$ cat src/spm_defs.svh
`ifndef SPM_DEFS_SVH
`define SPM_DEFS_SVH
// Pin map: port A 0..3, port B 4..11, port C 12..19, serial tx 20, rx 21
`define SPM_NPINS      22
`define SPM_PA0        0
`define SPM_PB0        4
`define SPM_PB3        7
`define SPM_PB6        10
`define SPM_PB7        11
`define SPM_PC0        12
`define SPM_PC1        13
`define SPM_PC2        14
`define SPM_PC3        15
`define SPM_PC4        16
`define SPM_SCI_TX     20
`define SPM_SCI_RX     21
// Register byte offsets
`define SPM_OFF_FUNC   8'h00
`define SPM_OFF_DIR    8'h04
`define SPM_OFF_DATA   8'h08
`define SPM_OFF_IN     8'h0c
`define SPM_OFF_SACT   8'h10
`define SPM_OFF_SYS    8'h14
// Reset values
`define SPM_FUNC_POR   22'h00e000
`define SPM_FUNC_KEEP  22'h002000
`define SPM_SYS_RST    5'h08
// System control fields
`define SPM_SC_CLK_LO  0
`define SPM_SC_CLK_HI  1
`define SPM_SC_FLAG    2
`define SPM_SC_PDP_EN  3
`define SPM_SC_QUAD_EN 4
`define SPM_SC_W       5
`define SPM_SC_PDP_ST  8
`endif

$ cat src/spm_pkg.sv
package spm_pkg;
	// Simple action per compare pin, two bits each
	typedef enum logic [1:0] {
		SPM_FORCE_LOW,
		SPM_ACTIVE_LOW,
		SPM_ACTIVE_HIGH,
		SPM_FORCE_HIGH
	} spm_sact_type;
endpackage

$ cat src/spm_sync3.sv
`timescale 1ns/1ps
module spm_sync3 #(
	parameter int               WIDTH   = 1,
	parameter logic [WIDTH-1:0] RST_VAL = '0
) (
	input  wire logic             clk,
	input  wire logic             resetn,
	input  wire logic [WIDTH-1:0] async_in,
	output logic      [WIDTH-1:0] level_r
);
	logic [WIDTH-1:0] meta_r;
	logic [WIDTH-1:0] s2_r;
	logic [WIDTH-1:0] s3_r;

	if (WIDTH < 1) $error("spm_sync3: WIDTH must be positive");

	// Three stages; first stage feeds only the second
	always_ff @(posedge clk or negedge resetn)
		if (!resetn)
		begin
			meta_r <= RST_VAL;
			s2_r   <= RST_VAL;
			s3_r   <= RST_VAL;
		end
		else
		begin
			meta_r <= async_in;
			s2_r   <= meta_r;
			s3_r   <= s2_r;
		end

	// A change is accepted once stages two and three agree
	genvar i;
	generate
		for (i = 0; i < WIDTH; i++)
		begin : g_agree
			always_ff @(posedge clk or negedge resetn)
				if (!resetn)
					level_r[i] <= RST_VAL[i];
				else if (s2_r[i] == s3_r[i])
					level_r[i] <= s3_r[i];
		end
	endgenerate
endmodule // spm_sync3

$ cat src/spm_pin_cell.sv
`timescale 1ns/1ps
module spm_pin_cell (
	input  wire logic clk,
	input  wire logic resetn,
	input  wire logic func_sel,
	input  wire logic func_drive,
	input  wire logic func_level,
	input  wire logic port_dir,
	input  wire logic port_data,
	output logic      pin_out_r,
	output logic      pin_oe_r
);
	logic oe_nxt;
	logic out_nxt;

	// Function mode follows the peripheral, port mode follows direction and data
	always_comb
	begin
		oe_nxt  = func_sel ? func_drive : port_dir;
		out_nxt = func_sel ? func_level : port_data;
	end

	// Driver off out of reset: pin starts as an input
	always_ff @(posedge clk or negedge resetn)
		if (!resetn)
		begin
			pin_oe_r  <= 1'b0;
			pin_out_r <= 1'b0;
		end
		else
		begin
			pin_oe_r  <= oe_nxt;
			pin_out_r <= out_nxt;
		end
endmodule // spm_pin_cell

$ cat src/spm_shared_pin_mux.sv
// Notes on behaviour
// - Shared pins leave every reset as digital inputs with drivers off, unless noted.
// - Port A bits 0,1 feed converter one; bits 2,3 feed converter two.
// - Simple-compare pins in function mode follow compare result and simple action control.
// - Simple-compare pins float while unmasked power-drive-protect input is low.
// - Timer compare pins also float while unmasked power-drive-protect input is low.
// - Timer direction pin low counts up, high counts down.
// - One port B pin may carry an external clock to the timers.
// - One port C pin may carry the converter start trigger.
// - Capture pins one, two go to capture or quadrature; three, four capture only.
// - External flag pin drives a software-latched level.
// - Every reset leaves the external flag pin in flag output function.
// - Branch-condition input is sampled; branch taken when pin low.
// - Every reset leaves the branch-condition pin in its branch input function.
// - Power-on reset makes the clock pin drive clock chosen by source bits.
// - Serial transmit and receive pins each selectable as serial or port I/O.
//
// The implementer's own choices: the APB interface to the registers and the register offsets.
`timescale 1ns/1ps
`include "spm_defs.svh"
module spm_shared_pin_mux #(
	parameter int NUM_CLK_SRC = 4
) (
	input  wire logic                   clk,
	input  wire logic                   resetn,
	input  wire logic                   dev_reset,
	input  wire logic                   psel,
	input  wire logic                   penable,
	input  wire logic                   pwrite,
	input  wire logic [7:0]             paddr,
	input  wire logic [31:0]            pwdata,
	output logic      [31:0]            prdata,
	output logic                        pready,
	output logic                        pslverr,
	input  wire logic [`SPM_NPINS-1:0]  pin_in,
	output logic      [`SPM_NPINS-1:0]  pin_out,
	output logic      [`SPM_NPINS-1:0]  pin_oe,
	input  wire logic                   power_drive_protect_irq_n,
	input  wire logic [2:0]             simple_cmp_match,
	input  wire logic [2:0]             timer_cmp_level,
	input  wire logic [NUM_CLK_SRC-1:0] clk_src_level,
	input  wire logic                   sci_tx_level,
	output logic                        sci_rx_level,
	output logic      [1:0]             conv_one_analog_en,
	output logic      [1:0]             conv_two_analog_en,
	output logic                        timer_count_down,
	output logic                        timer_ext_clk,
	output logic                        conv_start_trigger,
	output logic      [3:0]             capture_level,
	output logic      [1:0]             quad_level,
	output logic                        branch_take
);
	localparam int NP = `SPM_NPINS;

	logic [NP-1:0]         func_r;
	logic [NP-1:0]         dir_r;
	logic [NP-1:0]         data_r;
	logic [5:0]            sact_r;
	logic [`SPM_SC_W-1:0]  sys_r;
	logic [NP-1:0]         sync_pin;
	logic                  pdp_level;
	logic                  pdp_active_r;
	logic [NP-1:0]         func_drive;
	logic [NP-1:0]         func_level;
	logic [2:0]            simple_level;
	logic [1:0]            clk_sel;
	logic                  clock_output_pin_r;
	logic                  addr_ok;
	logic                  wr_en;
	logic [31:0]           rd_nxt;

	if (NUM_CLK_SRC < 2 || NUM_CLK_SRC > 4)
		$error("spm_shared_pin_mux: NUM_CLK_SRC must be 2 to 4");

	// Pins and the protect input come from outside; protect idles high
	spm_sync3 #(
		.WIDTH   (NP + 1),
		.RST_VAL ({1'b1, {NP{1'b0}}})
	) u_sync (
		.clk      (clk),
		.resetn   (resetn),
		.async_in ({power_drive_protect_irq_n, pin_in}),
		.level_r  ({pdp_level, sync_pin})
	);

	// Protect is honoured only while unmasked
	always_ff @(posedge clk or negedge resetn)
		if (!resetn)
			pdp_active_r <= 1'b0;
		else
			pdp_active_r <= sys_r[`SPM_SC_PDP_EN] & ~pdp_level;

	// Simple action: polarity or forced level per compare channel
	genvar c;
	generate
		for (c = 0; c < 3; c++)
		begin : g_sact
			spm_pkg::spm_sact_type mode;
			assign mode = spm_pkg::spm_sact_type'(sact_r[2*c+1:2*c]);
			always_comb
				unique case (mode)
					spm_pkg::SPM_FORCE_LOW:   simple_level[c] = 1'b0;
					spm_pkg::SPM_ACTIVE_LOW:  simple_level[c] = ~simple_cmp_match[c];
					spm_pkg::SPM_ACTIVE_HIGH: simple_level[c] = simple_cmp_match[c];
					spm_pkg::SPM_FORCE_HIGH:  simple_level[c] = 1'b1;
				endcase
		end
	endgenerate

	assign clk_sel = sys_r[`SPM_SC_CLK_HI:`SPM_SC_CLK_LO];

	// Selected clock source registered before reaching the pin
	always_ff @(posedge clk or negedge resetn)
		if (!resetn)
			clock_output_pin_r <= 1'b0;
		else if (int'(clk_sel) < NUM_CLK_SRC)
			clock_output_pin_r <= clk_src_level[clk_sel];
		else
			clock_output_pin_r <= 1'b0;

	// Function-mode drive and level; input-only functions never drive
	always_comb
	begin
		func_drive = '0;
		func_level = '0;
		for (int i = 0; i < 3; i++)
		begin
			func_drive[`SPM_PB0 + i] = ~pdp_active_r;
			func_level[`SPM_PB0 + i] = simple_level[i];
			func_drive[`SPM_PB3 + i] = ~pdp_active_r;
			func_level[`SPM_PB3 + i] = timer_cmp_level[i];
		end
		func_drive[`SPM_PC1]    = 1'b1;
		func_level[`SPM_PC1]    = clock_output_pin_r;
		func_drive[`SPM_PC2]    = 1'b1;
		func_level[`SPM_PC2]    = sys_r[`SPM_SC_FLAG];
		func_drive[`SPM_SCI_TX] = 1'b1;
		func_level[`SPM_SCI_TX] = sci_tx_level;
	end

	// One cell per pin
	genvar p;
	generate
		for (p = 0; p < NP; p++)
		begin : g_pin
			spm_pin_cell u_cell (
				.clk        (clk),
				.resetn     (resetn),
				.func_sel   (func_r[p]),
				.func_drive (func_drive[p]),
				.func_level (func_level[p]),
				.port_dir   (dir_r[p]),
				.port_data  (data_r[p]),
				.pin_out_r  (pin_out[p]),
				.pin_oe_r   (pin_oe[p])
			);
		end
	endgenerate

	// Peripheral-facing levels; a pin in port mode gives its peripheral an idle level
	always_ff @(posedge clk or negedge resetn)
		if (!resetn)
		begin
			conv_one_analog_en <= 2'h0;
			conv_two_analog_en <= 2'h0;
			timer_count_down   <= 1'b0;
			timer_ext_clk      <= 1'b0;
			conv_start_trigger <= 1'b0;
			capture_level      <= 4'h0;
			quad_level         <= 2'h0;
			branch_take        <= 1'b0;
			sci_rx_level       <= 1'b1;
		end
		else
		begin
			conv_one_analog_en <= func_r[`SPM_PA0+1:`SPM_PA0];
			conv_two_analog_en <= func_r[`SPM_PA0+3:`SPM_PA0+2];
			timer_count_down   <= func_r[`SPM_PB6] & sync_pin[`SPM_PB6];
			timer_ext_clk      <= func_r[`SPM_PB7] & sync_pin[`SPM_PB7];
			conv_start_trigger <= func_r[`SPM_PC0] & sync_pin[`SPM_PC0];
			for (int k = 0; k < 4; k++)
				capture_level[k] <= func_r[`SPM_PC4 + k] & sync_pin[`SPM_PC4 + k]
					& ~(sys_r[`SPM_SC_QUAD_EN] & (k < 2));
			for (int k = 0; k < 2; k++)
				quad_level[k] <= func_r[`SPM_PC4 + k] & sync_pin[`SPM_PC4 + k]
					& sys_r[`SPM_SC_QUAD_EN];
			branch_take        <= func_r[`SPM_PC3] & ~sync_pin[`SPM_PC3];
			sci_rx_level       <= ~func_r[`SPM_SCI_RX] | sync_pin[`SPM_SCI_RX];
		end

	// Bus decode; answer comes one cycle into the access phase
	always_comb
	begin
		addr_ok = 1'b1;
		rd_nxt  = 32'h0;
		unique case (paddr)
			`SPM_OFF_FUNC: rd_nxt[NP-1:0] = func_r;
			`SPM_OFF_DIR:  rd_nxt[NP-1:0] = dir_r;
			`SPM_OFF_DATA: rd_nxt[NP-1:0] = data_r;
			`SPM_OFF_IN:   rd_nxt[NP-1:0] = sync_pin;
			`SPM_OFF_SACT: rd_nxt[5:0]    = sact_r;
			`SPM_OFF_SYS:
			begin
				rd_nxt[`SPM_SC_W-1:0]  = sys_r;
				rd_nxt[`SPM_SC_PDP_ST] = pdp_active_r;
			end
			default:       addr_ok = 1'b0;
		endcase
	end

	assign wr_en = psel & penable & pready & pwrite & addr_ok;

	// Slave handshake
	always_ff @(posedge clk or negedge resetn)
		if (!resetn)
		begin
			pready  <= 1'b0;
			pslverr <= 1'b0;
			prdata  <= 32'h0;
		end
		else if (psel && penable && !pready)
		begin
			pready  <= 1'b1;
			pslverr <= ~addr_ok;
			prdata  <= pwrite ? 32'h0 : rd_nxt;
		end
		else
		begin
			pready  <= 1'b0;
			pslverr <= 1'b0;
			prdata  <= 32'h0;
		end

	// Function select; device reset keeps the current clock pin choice
	always_ff @(posedge clk or negedge resetn)
		if (!resetn)
			func_r <= `SPM_FUNC_POR;
		else if (dev_reset)
			func_r <= (`SPM_FUNC_POR & ~`SPM_FUNC_KEEP) | (func_r & `SPM_FUNC_KEEP);
		else if (wr_en && paddr == `SPM_OFF_FUNC)
			func_r <= pwdata[NP-1:0];

	// Port direction and output data
	always_ff @(posedge clk or negedge resetn)
		if (!resetn)
		begin
			dir_r  <= '0;
			data_r <= '0;
		end
		else if (dev_reset)
		begin
			dir_r  <= '0;
			data_r <= '0;
		end
		else
		begin
			if (wr_en && paddr == `SPM_OFF_DIR)
				dir_r <= pwdata[NP-1:0];
			if (wr_en && paddr == `SPM_OFF_DATA)
				data_r <= pwdata[NP-1:0];
		end

	// Action and system control; clock source survives a device reset
	always_ff @(posedge clk or negedge resetn)
		if (!resetn)
		begin
			sact_r <= 6'h0;
			sys_r  <= `SPM_SYS_RST;
		end
		else if (dev_reset)
		begin
			sact_r <= 6'h0;
			sys_r  <= {(`SPM_SC_W - `SPM_SC_FLAG)'(`SPM_SYS_RST >> `SPM_SC_FLAG), sys_r[`SPM_SC_CLK_HI:`SPM_SC_CLK_LO]};
		end
		else
		begin
			if (wr_en && paddr == `SPM_OFF_SACT)
				sact_r <= pwdata[5:0];
			if (wr_en && paddr == `SPM_OFF_SYS)
				sys_r <= pwdata[`SPM_SC_W-1:0];
		end
endmodule // spm_shared_pin_mux

$ cat config.mk
export PLATFORM = sky130hd
export DESIGN_NAME = spm_shared_pin_mux
export DESIGN_NICKNAME = d
export VERILOG_FILES = /design/src/spm_pkg.sv /design/src/spm_sync3.sv /design/src/spm_pin_cell.sv /design/src/spm_shared_pin_mux.sv
export VERILOG_INCLUDE_DIRS = /design/src
export SDC_FILE = /design/constraint.sdc
export NUM_CORES = 1
export LEC_CHECK = 0
export ABC_CLOCK_PERIOD_IN_PS = 2500
export BUFFER_PORTS_ARGS = -buffer_cell sky130_fd_sc_hd__clkbuf_2
export CORE_AREA = 2 2 193 119
export CTS_BUF_LIST = sky130_fd_sc_hd__clkbuf_8 sky130_fd_sc_hd__clkbuf_16
export DETAILED_ROUTE_END_ITERATION = 6
export DIE_AREA = 0 0 195 121
export PLACE_DENSITY = 0.76
export SKIP_CTS_REPAIR_TIMING = 1
export SLEW_MARGIN = 10
export SYNTH_ARGS = -nofsm -noshare
export SYNTH_HDL_FRONTEND = slang
export SYNTH_SLANG_ARGS = --single-unit
$ cat constraint.sdc
create_clock -name clk -period 2.5 [get_ports clk]
set_input_delay 0.125 -clock clk [delete_from_list [all_inputs] [get_ports clk]]
set_output_delay 0.125 -clock clk [all_outputs]
set_load 0.005 [all_outputs]
==> flow_summary.ini <==
[global_route]
grt_remaining_overflow = 0
grt_pass1_vias = 5979
grt_antenna_before_repair = 0
grt_pass1_wl_um = 34500
grt_max_degree = 77
all_layer_gr_usage_pct = 19.0

[sta]
slew_headroom_pct = 50.9
setup_violations = 0
period_needed_ns = 1.95
finalMaxSlewViolations = 0
post-route-period-util_pct = 77.9
worstMarginPinSlew_ns = 0.731
unrepaired_setup_endpoints_after_global_routing = no
timing.final.hold_violations = 0
max_clock_freq_ghz = 0.513
fin_worst_skew_ns = 0.0120
tns_ns = 0

[floorplanning]
start_util_pct = 44.7
fp.dieH_um = 121
core_um2 = 21800
die_width_um = 195
pin_count = 173
fp.dieArea_um2 = 23600
std_cell_rows = 42

[cts]
cts_inserted_buffers = 23
max-clock-path-buffers = 3
cts_num_sinks = 254
root_buffer = clkbuf_16
cts.reportedPaths.clkPinSlew_ns = 0.06
tritoncts = yes
clk_latency_ns = 0.51
clock_tree.htree_level_count = 1

[worst_setup_path]
path_max_fanout = 15
crit_required_ns = 2.94
r2r_cells = 4
startpoint_class = flop
worst_path_dominant_cell_family = simple AND/OR/NAND/NOR gates
critical_path_cell_by_cell = nand3b_1 -> or4_4 -> nand2b_4 -> and2b_1
worst_r2r_end = prdata[21]$_DFF_PN0_
end_kind = flop
critical-path-slowest-cell = or4_4
cp_data_arrival_time_ns = 2.39
critPathBufInv = 0
timing_worst_setup_path_type = flop to flop
max_stage_delay_ns = 0.58
r2r_slack_ns = 0.55
critical_register_to_register_path_startpoint = pready$_DFF_PN0_

[power_and_ir_drop]
p_leak_nw = 5.57
vdd_drop_max_v = 0.000434
combinationalPowerShare_pct = 5.0
sw_pwr_mw = 1.78
p_sw_share_pct = 21.1
clock_power_share_pct = 44.1
cell_internal_pwr_mw = 6.62
power_dens_cells_nw_per_um2 = 707
share_seq_of_total_power_pct = 50.9

[layout]
number_of_fill_cells = 1843
post_route_non_filler_standard_cell_count = 1227
commonest_non_fill_non_tap_cell_in_the_layout = dfrtp_1
drive_gt1_share_pct = 28.8
layout-area-overhead-vs-synth_pct = 22.2
multiInputGateArea_um2 = 2790
layout.cells.most_common_list = dfrtp_1, clkbuf_2, nand2_1
design.final.nets = 1003
seq_area_um2 = 6370

[detailed_routing]
post_drt_wl_per_cell_um = 18.1
first_iter_violations = 415
remaining_drc_errors = 0
via_density_per_instance = 4.97
antenna_violating_nets_post_route = 0
via_count = 6102
detail_route.first_pass.iterations = 6
routed_wl_um = 22300

[placed_design]
portBuffers = 152
placedCellCount = 1129
place.gp.congestion = 0.779
detailedPlacementHpwl_um = 14300

[status]
run_status = completed

[yosys]
synth-main-ff-cell = dfrtp_1
synth_sequential_area_ratio_pct = 65.5
synthTopCellsByArea = dfrtp_1, nand2_1, mux4_2
number_of_synthesized_flops_with_an_enable_pin = 0
synth.cell_area_um2 = 9720
netlist_instances = 749
synth_seq_cells = 254
yosys_warnings = 0
synth_area_leader_cell = dfrtp_1
netlist-cell-type-count = 46
postSynth.asyncResetShare_pct = 100
post_synth.cell_area_avg_um2 = 13.0
post-synth-top-area-fraction_pct = 63.1

[flow_run]
drv_cap = 0

[min_path]
hold_end = g_pin[4].u_cell.pin_out_r$_DFF_PN0_
worstHoldPathCells = 3
hold_path_startpoint = simple_cmp_match[0]
hold_class = primary input to flop
-- registers in the layout, summed over array words and instances (netlist names), 2 cells and up --
signal and count:
u_sync.level_r 23, u_sync.meta_r 23, u_sync.s2_r 23, u_sync.s3_r 23, data_r 22, dir_r 22
func_r 22, g_pin.u_cell.pin_oe_r 22, g_pin.u_cell.pin_out_r 22, prdata 22, sact_r 6, sys_r 5
capture_level 4, conv_one_analog_en 2, conv_two_analog_en 2, quad_level 2
-- synthesized netlist by cell type, drive strengths merged (8+ instances only) --
master,n
a21oi,75
mux2i,22
inv,8
dfstp,9
dfrtp,245
nand2,128
nor2b,40
mux2,12
mux4,21
clkbuf,19
buf,68
maj3,23
nor2,28
-- worst register-to-register path: cells and delay by family, from the launching register on --
family | cells | cell delay [ns]
flops | 1 | 0.40
simple gates | 4 | 1.51
-- routing by layer --
metal,share of wire [%],up-vias,global-route usage [%],wire [um]
met5,0,-,0,0
met3,7.3,29,5.28,1630
met1,47,3071,28.4,10600
li1,-,2791,-,-
met2,44,211,27.9,9800
met4,1.2,0,3.86,272
-- logic make-up after synthesis --
family	share of synthesized area, %
compound gates	4.38
fa+ha+maj	2.37
buf+inv	6.23
flops	65.5
mux	8.52
other cells	0.0386
simple gates	12.9
-- cell type report --
cell class | count | area share (%)
Antenna cell | 1 | 0.0211
Clock buffer | 27 | 5.31
Clock inverter | 15 | 1.47
Inverter | 9 | 0.284
Multi-Input combinational cell | 408 | 23.5
Sequential cell | 254 | 53.6
Tap cell | 286 | 3.01
Timing Repair Buffer | 227 | 12.8
-- power by group through the flow --
| stage | clock [mW] | sequential [mW] | combinational, mW |
|---|---|---|---|
| 5_1_grt | 4.01 | 4.28 | 0.466 |
| 3_3_place_gp | 0 | 4.34 | 0.347 |
| 6_report | 3.71 | 4.27 | 0.418 |
| 4_1_cts | 3.82 | 4.27 | 0.355 |
| 2_1_floorplan | 0 | 4.33 | 0.157 |
| 3_5_place_dp | 0 | 4.35 | 0.353 |
-- worst max path at each step --
| stage | start | to | depth (start not counted) |
|---|---|---|---|
| floorplan | paddr[1] | sys_r[0]$_DFFE_PN0P_ | 6 |
| global placement | paddr[1] | prdata[10]$_DFF_PN0_ | 5 |
| detailed placement | paddr[1] | prdata[10]$_DFF_PN0_ | 5 |
| CTS | pready$_DFF_PN0_ | prdata[21]$_DFF_PN0_ | 4 |
| global route | pready$_DFF_PN0_ | prdata[21]$_DFF_PN0_ | 4 |
| finish | pready$_DFF_PN0_ | prdata[21]$_DFF_PN0_ | 4 |
-- metrics by stage --
step / power [mW] / setup WS, ns / util, % / hold WS (ns) / cell area [um2]
finish: 8.40 / 0.551 / 54.6 / 0.00884 / 11900
global route: 8.76 / 0.475 / 54.6 / 0.00525 / 11900
CTS: 8.45 / 0.528 / 52.0 / -0.392 / 11300
detailed placement: 4.70 / 0.339 / 48.3 / 0.152 / 10500
global placement: 4.69 / 0.356 / 48.3 / 0.149 / 10500
floorplan: 4.48 / 0.542 / - / -0.171 / 9750
Note: power is estimated with default switching activity, not from simulation.
